File: src/rtl/swrhs_pkg.sv
// Constants and carrier types of the sleep/wake rail hand-over sequencer.
// Assumes a 100 MHz clk_in and digitised comparator outputs from the analog.
package swrhs_pkg;
   localparam int    CLK_MHZ         = 100;
   localparam real   SOFT_START_MS   = 8.2;
   localparam int    SS_CYCLES       = int'(SOFT_START_MS * 1000.0 * CLK_MHZ);
   localparam int    HANDOVER_PERIODS = 3;
   localparam int    MAX_RETRIES     = 3;
   localparam int    UV_NOMINAL_MV   = 3300;
   localparam int    UV_TRIP_MV      = 2475;
   localparam real   S0_S3_DELAY_US  = 58.0;
   localparam int    S3_DELAY_CYCLES = int'(S0_S3_DELAY_US * CLK_MHZ);
   localparam logic [1:0] RETRY_RESET = 2'h0;
   localparam int    CNT_W           = 24;

   typedef enum logic [2:0] {
      SWRHS_ACTIVE = 3'b001,
      SWRHS_S3     = 3'b010,
      SWRHS_S45    = 3'b100
   } swrhs_sleep_t;

   typedef struct packed {
      logic main_gate_oe;
      logic standby_gate_drive;
      logic ldo_enable;
      logic ldo_standby;
      logic ldo_latched_off;
   } swrhs_ctl_t;
endpackage

File: src/rtl/swrhs_top.sv
// Sleep/wake rail hand-over and standby regulator undervoltage sequencer.
// Assumes sleep pins are asynchronous, UV and 12V comparators asynchronous.
// Functional notes
// - Direct move from S4/S5 into S3 is refused; previous state kept.
// - In S0, watch the 12V rail and note its first power-on crossing.
// - Wait three soft-start periods after 12V good, then hand over at once.
// - At hand-over release the open-drain main-switch gate to high-Z.
// - At hand-over drive the standby-switch gate high.
// - At hand-over place the standby linear regulator in standby.
// - UV detection only in sleep and after initial soft-start completed.
// - UV trip is 25 percent below nominal, 2.475 V, from comparator.
// - On UV disable the standby linear regulator at once.
// - One soft-start interval later re-enable it, with soft-start already marked done.
// - After three retries a fourth UV latches the regulator off.
// - Overcurrent droop reaching the UV trip starts the same handling.
module swrhs_top
   import swrhs_pkg::*;
#(
   parameter int SS_CYC = SS_CYCLES
)(
   input  wire logic clk_in,
   input  wire logic resetn_in,
   input  wire logic sleep_s3_n_in,
   input  wire logic sleep_s5_n_in,
   input  wire logic rail_12v_good_in,
   input  wire logic aux_3v3_uv_in,
   output logic      main_switch_gate_release_o_out,
   output logic      main_switch_gate_release_oe_out,
   output logic      standby_switch_gate_drive_out,
   output logic      standby_linear_regulator_en_out,
   output logic      standby_linear_regulator_stby_out,
   output logic      standby_latched_off_out
);
   ////////////////////////////////////////////////////////////////////////////
   // Pin synchronisers
   logic s3_n;
   logic s5_n;
   logic good12;
   logic uv;

   swrhs_sync u_s3 (.clk_in(clk_in), .resetn_in(resetn_in),
                    .pin_in(sleep_s3_n_in), .level_out(s3_n));
   swrhs_sync u_s5 (.clk_in(clk_in), .resetn_in(resetn_in),
                    .pin_in(sleep_s5_n_in), .level_out(s5_n));
   swrhs_sync u_12 (.clk_in(clk_in), .resetn_in(resetn_in),
                    .pin_in(rail_12v_good_in), .level_out(good12));
   swrhs_sync u_uv (.clk_in(clk_in), .resetn_in(resetn_in),
                    .pin_in(aux_3v3_uv_in), .level_out(uv));

   ////////////////////////////////////////////////////////////////////////////
   // Sleep state decode
   swrhs_sleep_t state;
   swrhs_sleep_t next_state;
   logic [CNT_W-1:0] dly;
   logic [CNT_W-1:0] next_dly;

   always_comb begin
      next_state = state;
      next_dly   = '0;
      unique case ({s5_n, s3_n})
         2'b11: next_state = SWRHS_ACTIVE;
         2'b00: next_state = SWRHS_S45;
         2'b10: begin
            if (state == SWRHS_ACTIVE) begin
               next_dly = dly + 1'b1;
               if (dly >= CNT_W'(S3_DELAY_CYCLES - 1)) begin
                  next_state = SWRHS_S3;
               end
            end else if (state == SWRHS_S45) begin
               next_state = SWRHS_S45;
            end else begin
               next_state = SWRHS_S3;
            end
         end
         2'b01: next_state = state;
      endcase
   end

   always_ff @(posedge clk_in or negedge resetn_in) begin
      if (!resetn_in) begin
         state <= SWRHS_S45;
         dly   <= '0;
      end else begin
         state <= next_state;
         dly   <= next_dly;
      end
   end

   ////////////////////////////////////////////////////////////////////////////
   // Wake hand-over
   logic             good_seen;
   logic             handed;
   logic [CNT_W+1:0] hcnt;
   logic             next_good_seen;
   logic             next_handed;
   logic [CNT_W+1:0] next_hcnt;
   localparam int    HO_CYC = HANDOVER_PERIODS * SS_CYC;

   always_comb begin
      next_good_seen = good_seen;
      next_handed    = handed;
      next_hcnt      = hcnt;
      if (state != SWRHS_ACTIVE) begin
         next_good_seen = 1'b0;
         next_handed    = 1'b0;
         next_hcnt      = '0;
      end else if (!good_seen) begin
         next_good_seen = good12;
      end else if (!handed) begin
         next_hcnt = hcnt + 1'b1;
         if (hcnt == (CNT_W+2)'(HO_CYC - 1)) begin
            next_handed = 1'b1;
         end
      end
   end

   always_ff @(posedge clk_in or negedge resetn_in) begin
      if (!resetn_in) begin
         good_seen <= 1'b0;
         handed    <= 1'b0;
         hcnt      <= '0;
      end else begin
         good_seen <= next_good_seen;
         handed    <= next_handed;
         hcnt      <= next_hcnt;
      end
   end

   ////////////////////////////////////////////////////////////////////////////
   // Standby regulator soft-start, UV retry and latch-off
   logic             ss_done;
   logic             ldo_off;
   logic             latched;
   logic [1:0]       retries;
   logic [CNT_W-1:0] scnt;
   logic             next_ss_done;
   logic             next_ldo_off;
   logic             next_latched;
   logic [1:0]       next_retries;
   logic [CNT_W-1:0] next_scnt;
   logic             uv_armed;

   assign uv_armed = (state != SWRHS_ACTIVE) && ss_done && !ldo_off
                     && !latched;

   always_comb begin
      next_ss_done = ss_done;
      next_ldo_off = ldo_off;
      next_latched = latched;
      next_retries = retries;
      next_scnt    = scnt;
      if (!latched) begin
         if (!ss_done) begin
            next_scnt = scnt + 1'b1;
            if (scnt == CNT_W'(SS_CYC - 1)) begin
               next_scnt    = '0;
               next_ss_done = 1'b1;
               next_ldo_off = 1'b0;
            end
         end
         if (uv_armed && uv) begin
            if (retries == 2'(MAX_RETRIES)) begin
               next_latched = 1'b1;
            end else begin
               next_retries = retries + 1'b1;
            end
            next_ldo_off = 1'b1;
            next_ss_done = 1'b0;
            next_scnt    = '0;
         end
      end
   end

   always_ff @(posedge clk_in or negedge resetn_in) begin
      if (!resetn_in) begin
         ss_done <= 1'b0;
         ldo_off <= 1'b0;
         latched <= 1'b0;
         retries <= RETRY_RESET;
         scnt    <= '0;
      end else begin
         ss_done <= next_ss_done;
         ldo_off <= next_ldo_off;
         latched <= next_latched;
         retries <= next_retries;
         scnt    <= next_scnt;
      end
   end

   ////////////////////////////////////////////////////////////////////////////
   // Output registers
   swrhs_ctl_t ctl;
   swrhs_ctl_t next_ctl;

   always_comb begin
      next_ctl.main_gate_oe       = !handed;
      next_ctl.standby_gate_drive = handed;
      next_ctl.ldo_standby        = handed;
      next_ctl.ldo_enable         = !ldo_off && !latched && !handed;
      next_ctl.ldo_latched_off    = latched;
   end

   always_ff @(posedge clk_in or negedge resetn_in) begin
      if (!resetn_in) begin
         ctl <= '{main_gate_oe: 1'b1, standby_gate_drive: 1'b0,
                  ldo_enable: 1'b0, ldo_standby: 1'b0,
                  ldo_latched_off: 1'b0};
      end else begin
         ctl <= next_ctl;
      end
   end

   assign main_switch_gate_release_o_out    = 1'b0;
   assign main_switch_gate_release_oe_out   = ctl.main_gate_oe;
   assign standby_switch_gate_drive_out     = ctl.standby_gate_drive;
   assign standby_linear_regulator_en_out   = ctl.ldo_enable;
   assign standby_linear_regulator_stby_out = ctl.ldo_standby;
   assign standby_latched_off_out           = ctl.ldo_latched_off;
endmodule

File: src/rtl/swrhs_sync.sv
// Three-stage synchroniser with agreement filter for asynchronous pins.
// Assumes the pin is a slow level relative to clk_in.
module swrhs_sync
   import swrhs_pkg::*;
(
   input  wire logic clk_in,
   input  wire logic resetn_in,
   input  wire logic pin_in,
   output logic      level_out
);
   logic [2:0] stage;
   logic [2:0] next_stage;
   logic       next_level;

   always_comb begin
      next_stage = {stage[1:0], pin_in};
      next_level = (stage[2] == stage[1]) ? stage[1] : level_out;
   end

   always_ff @(posedge clk_in or negedge resetn_in) begin
      if (!resetn_in) begin
         stage     <= 3'h0;
         level_out <= 1'b0;
      end else begin
         stage     <= next_stage;
         level_out <= next_level;
      end
   end
endmodule

File: config.mk
export PLATFORM = sky130hd
export DESIGN_NAME = swrhs_top
export DESIGN_NICKNAME = d
export VERILOG_FILES = /design/src/rtl/swrhs_pkg.sv /design/src/rtl/swrhs_top.sv /design/src/rtl/swrhs_sync.sv
export SDC_FILE = /design/constraint.sdc
export NUM_CORES = 1
export LEC_CHECK = 0
export BUFFER_PORTS_ARGS = -buffer_cell sky130_fd_sc_hd__buf_4
export CAP_MARGIN = 20
export CELL_PAD_IN_SITES_DETAIL_PLACEMENT = 1
export CELL_PAD_IN_SITES_GLOBAL_PLACEMENT = 1
export CORE_AREA = 2 2 114 116
export CTS_CLUSTER_DIAMETER = 100
export DETAILED_ROUTE_END_ITERATION = 10
export DIE_AREA = 0 0 116 118
export PLACE_DENSITY_LB_ADDON = 0.1
export SLEW_MARGIN = 15
export SYNTH_ARGS = -nofsm -noshare
export SYNTH_HDL_FRONTEND = slang
export SYNTH_HIERARCHICAL = 1
export SYNTH_SLANG_ARGS = --single-unit
File: constraint.sdc
create_clock -name clk_in -period 2.05 [get_ports clk_in]
set_input_delay 0.205 -clock clk_in [delete_from_list [all_inputs] [get_ports clk_in]]
set_output_delay 0.205 -clock clk_in [all_outputs]
set_load 0.02 [all_outputs]
; ---- After elaboration in Yosys (flattened, before gate mapping)
; Cells that the tools add are included.
[totals]
reg_bits = 104
inputBits = 6
out_inout_bits = 6
[op_classes]
n_mux = 27
n_lt_le_gt_ge = 1
bitwise = 3
n_reduce_logical = 17
n_addsub = 4
eq_ne = 16
[ops]
columns = operator, count
row1 = 24-bit 2-to-1 mux, 5
row2 = 26-bit 2-to-1 mux, 3
row3 = 24-bit by 1-bit adder with 24-bit output (second input constant), 2
row4 = 26-bit by 1-bit adder with 26-bit output (second input constant), 1
row5 = 26-bit by 22-bit equality test with 1-bit output (second input constant), 1
row6 = 24-bit by 20-bit equality test with 1-bit output (second input constant), 1
row7 = 24-bit by 13-bit >= comparator with 1-bit output (second input constant), 1
row8 = 1-bit 2-to-1 mux, 15
row9 = 3-bit 2-to-1 mux, 3
row10 = 3-bit case mux with 3 select lines, 1
row11 = 2-bit equality test (second input constant), 3
row12 = 1-bit logical AND, 6
row13 = 2-bit AND reduction, 3
row14 = 3-bit AND reduction, 2
row15 = 1-bit equality test, 4
row16 = 2-bit by 1-bit inequality test with 1-bit output (second input constant), 2
row17 = 2-bit nonzero test, 2
row18 = 3-bit by 1-bit equality test with 1-bit output (second input constant), 1
row19 = 3-bit equality test (second input constant), 1
row20 = 1-bit zero test, 3
row21 = 3-bit by 1-bit inequality test with 1-bit output (second input constant), 1
row22 = 3-bit inequality test (second input constant), 1
row23 = 1-bit inverter, 3
row24 = 2-bit by 1-bit adder with 2-bit output (second input constant), 1
row25 = 2 further kinds, 2

; ---- Depth between registers and ports, before layout
[depth]
word_depth = 7
depth_mapped = 8
depth_no_buf = 6

; ---- Hierarchy
; The synthesis kept the hierarchy.
[by_module_without_submodules]
columns = mod, instances, cells_per_inst, area_per_inst_um2
row1 = swrhs_top, 1, 473, 4456.8
row2 = swrhs_sync, 4, 5, 111.4

; ---- Worst setup path before layout
; No wires, ideal clock.
[synth_path]
path_kind = register to register
startpoint = register scnt[0]
endpoint = register scnt[16]
stages_incl_launch_ff = 9
synth_period_minus_slack_ns = 2.131
arrival_time_ns = 2.012
t_required_ns = 1.931
slack_ns = -0.081
setup_time_ns = 0.119
path_cell_list = dfrtp_1 ha_1 and4_1 nand3_2 or4_1 buf_6 a21oi_4 buf_6 nor2_1
[synth_between]
elab_chain_len = 4
word_cells_on_any_way = 5
[synth_rtl]
columns = item, line_no
row1 = start: declaration, swrhs_top.sv:135  ; logic [CNT_W-1:0] scnt;
row2 = start signal: assignment, swrhs_top.sv:186  ; scnt <= next_scnt;
row3 = 24-bit by 1-bit adder with 24-bit output or 24-bit by 20-bit equality test with 1-bit output (tied branches), "swrhs_top.sv:154, swrhs_top.sv:155"
row4 = 24-bit 2-to-1 mux *, swrhs_top.sv:155  ; if (scnt == CNT_W'(SS_CYC - 1)) begin
row5 = 24-bit 2-to-1 mux *, swrhs_top.sv:153  ; if (!ss_done) begin
row6 = 24-bit 2-to-1 mux *, swrhs_top.sv:161  ; if (uv_armed && uv) begin
; Mark *: on every way between the ends. The rest lies on a longest branch, timed or not. The select of a mux whose other input is x is not followed.
; A chain may end at the register's enable or synchronous reset.

; ---- Worst setup path after layout
[layout_path]
startpoint = register scnt[16]
endpoint = register scnt[2]
[layout_between]
elab_chain_len = 4
[layout_rtl]
columns = item, line_no
row1 = 24-bit by 20-bit equality test with 1-bit output, swrhs_top.sv:155
row2 = 24-bit 2-to-1 mux, swrhs_top.sv:155
row3 = 24-bit 2-to-1 mux, swrhs_top.sv:153
row4 = 24-bit 2-to-1 mux, swrhs_top.sv:161
; No other way between the ends. The select of a mux whose other input is x is not followed.

==> results.sh <==
export IMPL_status="complete, no violations"
export IMPL_critPathCaptureType="flop"
export IMPL_clockRootBuffer="clkbuf_16"
export IMPL_clkTransAtPathRegs_ns=0.07
export IMPL_p_per_area_nw_per_um2=704.0
export IMPL_grt_util_met1_pct=25.33
export IMPL_synth_seq_cells=104
export IMPL_first_iter_violations=137
export IMPL_nFillCells=1407
export IMPL_rsz0062_at_grt="true"
export IMPL_period_minus_slack_ns=1.976
export IMPL_ff2ff_setup_slack_ns=0.07
export IMPL_routed_wl_um=11340
export IMPL_start_util_pct=39.49
export IMPL_drive_gt1_share_pct=14.81
export IMPL_crit_type="flop to flop"
export IMPL_clk_latency_ns=0.36
export IMPL_ios=12
export IMPL_async_flop_share_pct=100.0
export IMPL_grt_pass1_vias=3892
export IMPL_cts_tree="done"
export IMPL_placeableCoreArea_um2=12410
export IMPL_finalCritPeriodShare_pct=96.38
export IMPL_syn_cell_area_um2=4902
export IMPL_whs_endpoint="u_s3/stage[1]"
export IMPL_cts_sinks=104
export IMPL_synth_avg_cell_area_um2=9.944
export IMPL_ff_latch_area_um2=2605
export IMPL_htreeDepth=3
export IMPL_max_slew_worst_pin_slew_ns=0.5249
export IMPL_multi_input_area_um2=2163
export IMPL_grt_busiest_layer="met2"
export IMPL_route_vias_total=3659
export IMPL_synth_nets=503
export IMPL_swShare_pct=23.24
export IMPL_cp_max_fo=7
export IMPL_drt_drc_violations_left=0
export IMPL_p_sw_mw=0.9433
export IMPL_dpl_hpwl_um=7912
export IMPL_worstReg2RegEnd="scnt[2]"
export IMPL_met2_usage_pct=28.69
export IMPL_hold_start="u_s3/stage[0]"
export IMPL_ant_nets=0
export IMPL_p_comb_share_pct=4.5
export IMPL_tns_ns=0
export IMPL_critPathLaunchType="flop"
export IMPL_port_buffers=10
export IMPL_fp_row_count=41
export IMPL_diodes=0
export IMPL_fmax_ghz=0.5061
export IMPL_die_area_um2=13690
export IMPL_yosysWarnings=6
export IMPL_maxSlewViolCount=0
export IMPL_finalClockSkew_ns=0.01066
export IMPL_drv_cap=0
export IMPL_die_h_um=118
export IMPL_area_growth_syn_to_layout_pct=17.59
export IMPL_worst_ep_arrival_time_ns=2.21
export IMPL_setup_viol=0
export IMPL_fin_util_pct=46.43
export IMPL_cts_buffer_depth=2
export IMPL_r2r_worst_path_cells=5
export IMPL_synth_cells=493
export IMPL_seqPwrFrac_pct=52.2
export IMPL_ys_seq_area_share_pct=53.14
export IMPL_use_met3_pct=4.634
export IMPL_synth_cell_types=50
export IMPL_grt_pass1_wl_um=19820
export IMPL_wl_per_cell_um=15.93
export IMPL_nNetsFinal=545
export IMPL_synth_edf_count=0
export IMPL_min_path_type="flop to flop"
export IMPL_grt_usage_pct=18.29
export IMPL_grt_max_degree=44
export IMPL_gr_total_overflow=0
export IMPL_gp_congestion=0.7634
export IMPL_leakage_nw=2.313
export IMPL_cts_buffers=9
export IMPL_clkPwrFrac_pct=43.3
export IMPL_die_w_um=116
export IMPL_hold_viol_final=0
export IMPL_slew_headroom_pct=64.85
export IMPL_routed_via_density=5.139
export IMPL_timing_rr_start="scnt[16]"
export IMPL_required_ns=2.28
export IMPL_intPower_mw=3.115
export IMPL_ir_drop_uv=508.4
export IMPL_firstDrtPassIters=4
export IMPL_antenna_found_initial=0
export IMPL_ys_flop_type="dfrtp_1"
export IMPL_holdPathStages=0
## cells by family (layout without fill, tap and decap cells)
group	count (synthesis)	in the layout	share of synthesized area, %
adder cells (fa/ha/maj)	8	8	1.940
other	1	1	0.07650
multiplexers	4	4	0.8423
buffers and inverters	38	85	3.394
AO/OA/AOI/OAI	45	45	5.666
flip-flops	104	104	53.14
XOR/XNOR	55	55	9.826
AND/OR/NAND/NOR	238	238	25.12
## stage by stage
step           total power [mW]  std cells  cell area (um^2)  hold slack (ns)  worst slack (ns)
2_1_floorplan             2.238        493              4905         -0.09059         -0.003512
3_3_place_gp              2.331        689              5373           0.1852           0.01167
3_5_place_dp              2.341        689              5373           0.1972          -0.06888
4_1_cts                   4.128        710              5723           0.3532           0.01241
5_1_grt                   4.220        712              5764           0.3543          -0.02832
6_report                  4.058        712              5764           0.3517           0.07419
## power by group through the flow
stage / logic, mW / registers (mW) / clock network, mW
2_1_floorplan: 0.0877 / 2.15 / 0
3_3_place_gp: 0.173 / 2.16 / 0
3_5_place_dp: 0.180 / 2.16 / 0
4_1_cts: 0.189 / 2.12 / 1.82
5_1_grt: 0.206 / 2.13 / 1.89
6_report: 0.181 / 2.12 / 1.76
## flip-flops by register name (all words and copies together) (netlist names), 2 cells and up
name and cells:
hcnt 26, dly 24, scnt 24, state 3, u_12/stage 3, u_s3/stage 3
u_s5/stage 3, u_uv/stage 3, retries 2
## placed cells by master, fill, tap and decap left out, drive strengths merged, types with 2 or more instances in the layout
master and instances:
buf 45, mux2i 3, xor2 23, or2 2
nor4 18, nor2b 6, nor3 23, dfrtp 102
a21oi 16, xnor2 32, dlygate4sd3 5, o21ai 16
and3 11, nand2 27, nand3 29, o211ai 2
nand4 23, or3 10, clkbuf 11, and2 3
a31oi 2, and4 7, nor2 69, ha 4
inv 21, nand2b 3, maj3 4, dfstp 2
## critical path, stage by stage (launching register included)
cell and delay [ns]:
dfrtp_1 0.39, or4b_1 0.54, or4_4 0.46, buf_4 0.19, a31oi_1 0.18, mux2i_1 0.10
## Yosys cell counts (4+ instances only)
cell type | count | area [um^2]
dfrtp_1 | 102 | 2552
nand3_1 | 28 | 140.1
nor4_1 | 17 | 106.4
maj3_2 | 4 | 45.04
nor2b_1 | 6 | 37.54
and4_1 | 7 | 61.31
ha_1 | 4 | 50.05
o21ai_0 | 16 | 80.08
xor2_1 | 23 | 201.4
nor3_1 | 23 | 115.1
a21oi_1 | 15 | 75.07
xnor2_1 | 32 | 280.3
inv_1 | 19 | 71.32
or3_1 | 10 | 62.56
nand4_1 | 23 | 143.9
clkbuf_1 | 14 | 52.55
nor2_1 | 69 | 259.0
nand2_1 | 27 | 101.4
and3_1 | 11 | 68.82
## what timing repair did
action,4_1_cts,5_1_grt
endpoints found under the hold margin,33,0
setup buffers,0,2
gates resized for setup,1,5
hold buffers,5,0
pin swaps,1,2
setup endpoints to repair,24,21
## layer usage
metal  wire [um]  share of wire [%]  up-vias
met5           0                  0        -
met1        5494                 48     1823
li1            -                  -     1797
met3         265                2.3        8
met4         129                1.1        0
met2        5454                 48       31
## final cells by class
class / instances / area share [%]
Sequential cell: 104 / 45.19
Multi-Input combinational cell: 351 / 37.53
Timing Repair Buffer: 50 / 7.163
Clock buffer: 11 / 4.037
Tap cell: 172 / 3.733
Inverter: 19 / 1.237
Clock inverter: 5 / 1.107
## worst max-delay path by stage
stage	start	to	depth (start not counted)
after detailed placement	scnt[16]	scnt[2]	5
after CTS	scnt[14]	scnt[2]	6
after global routing	scnt[11]	scnt[2]	6
final	scnt[16]	scnt[2]	5
after floorplan	scnt[17]	scnt[16]	6
after global placement	scnt[16]	scnt[2]	5
No activity file was read; power rests on OpenSTA's default activity.
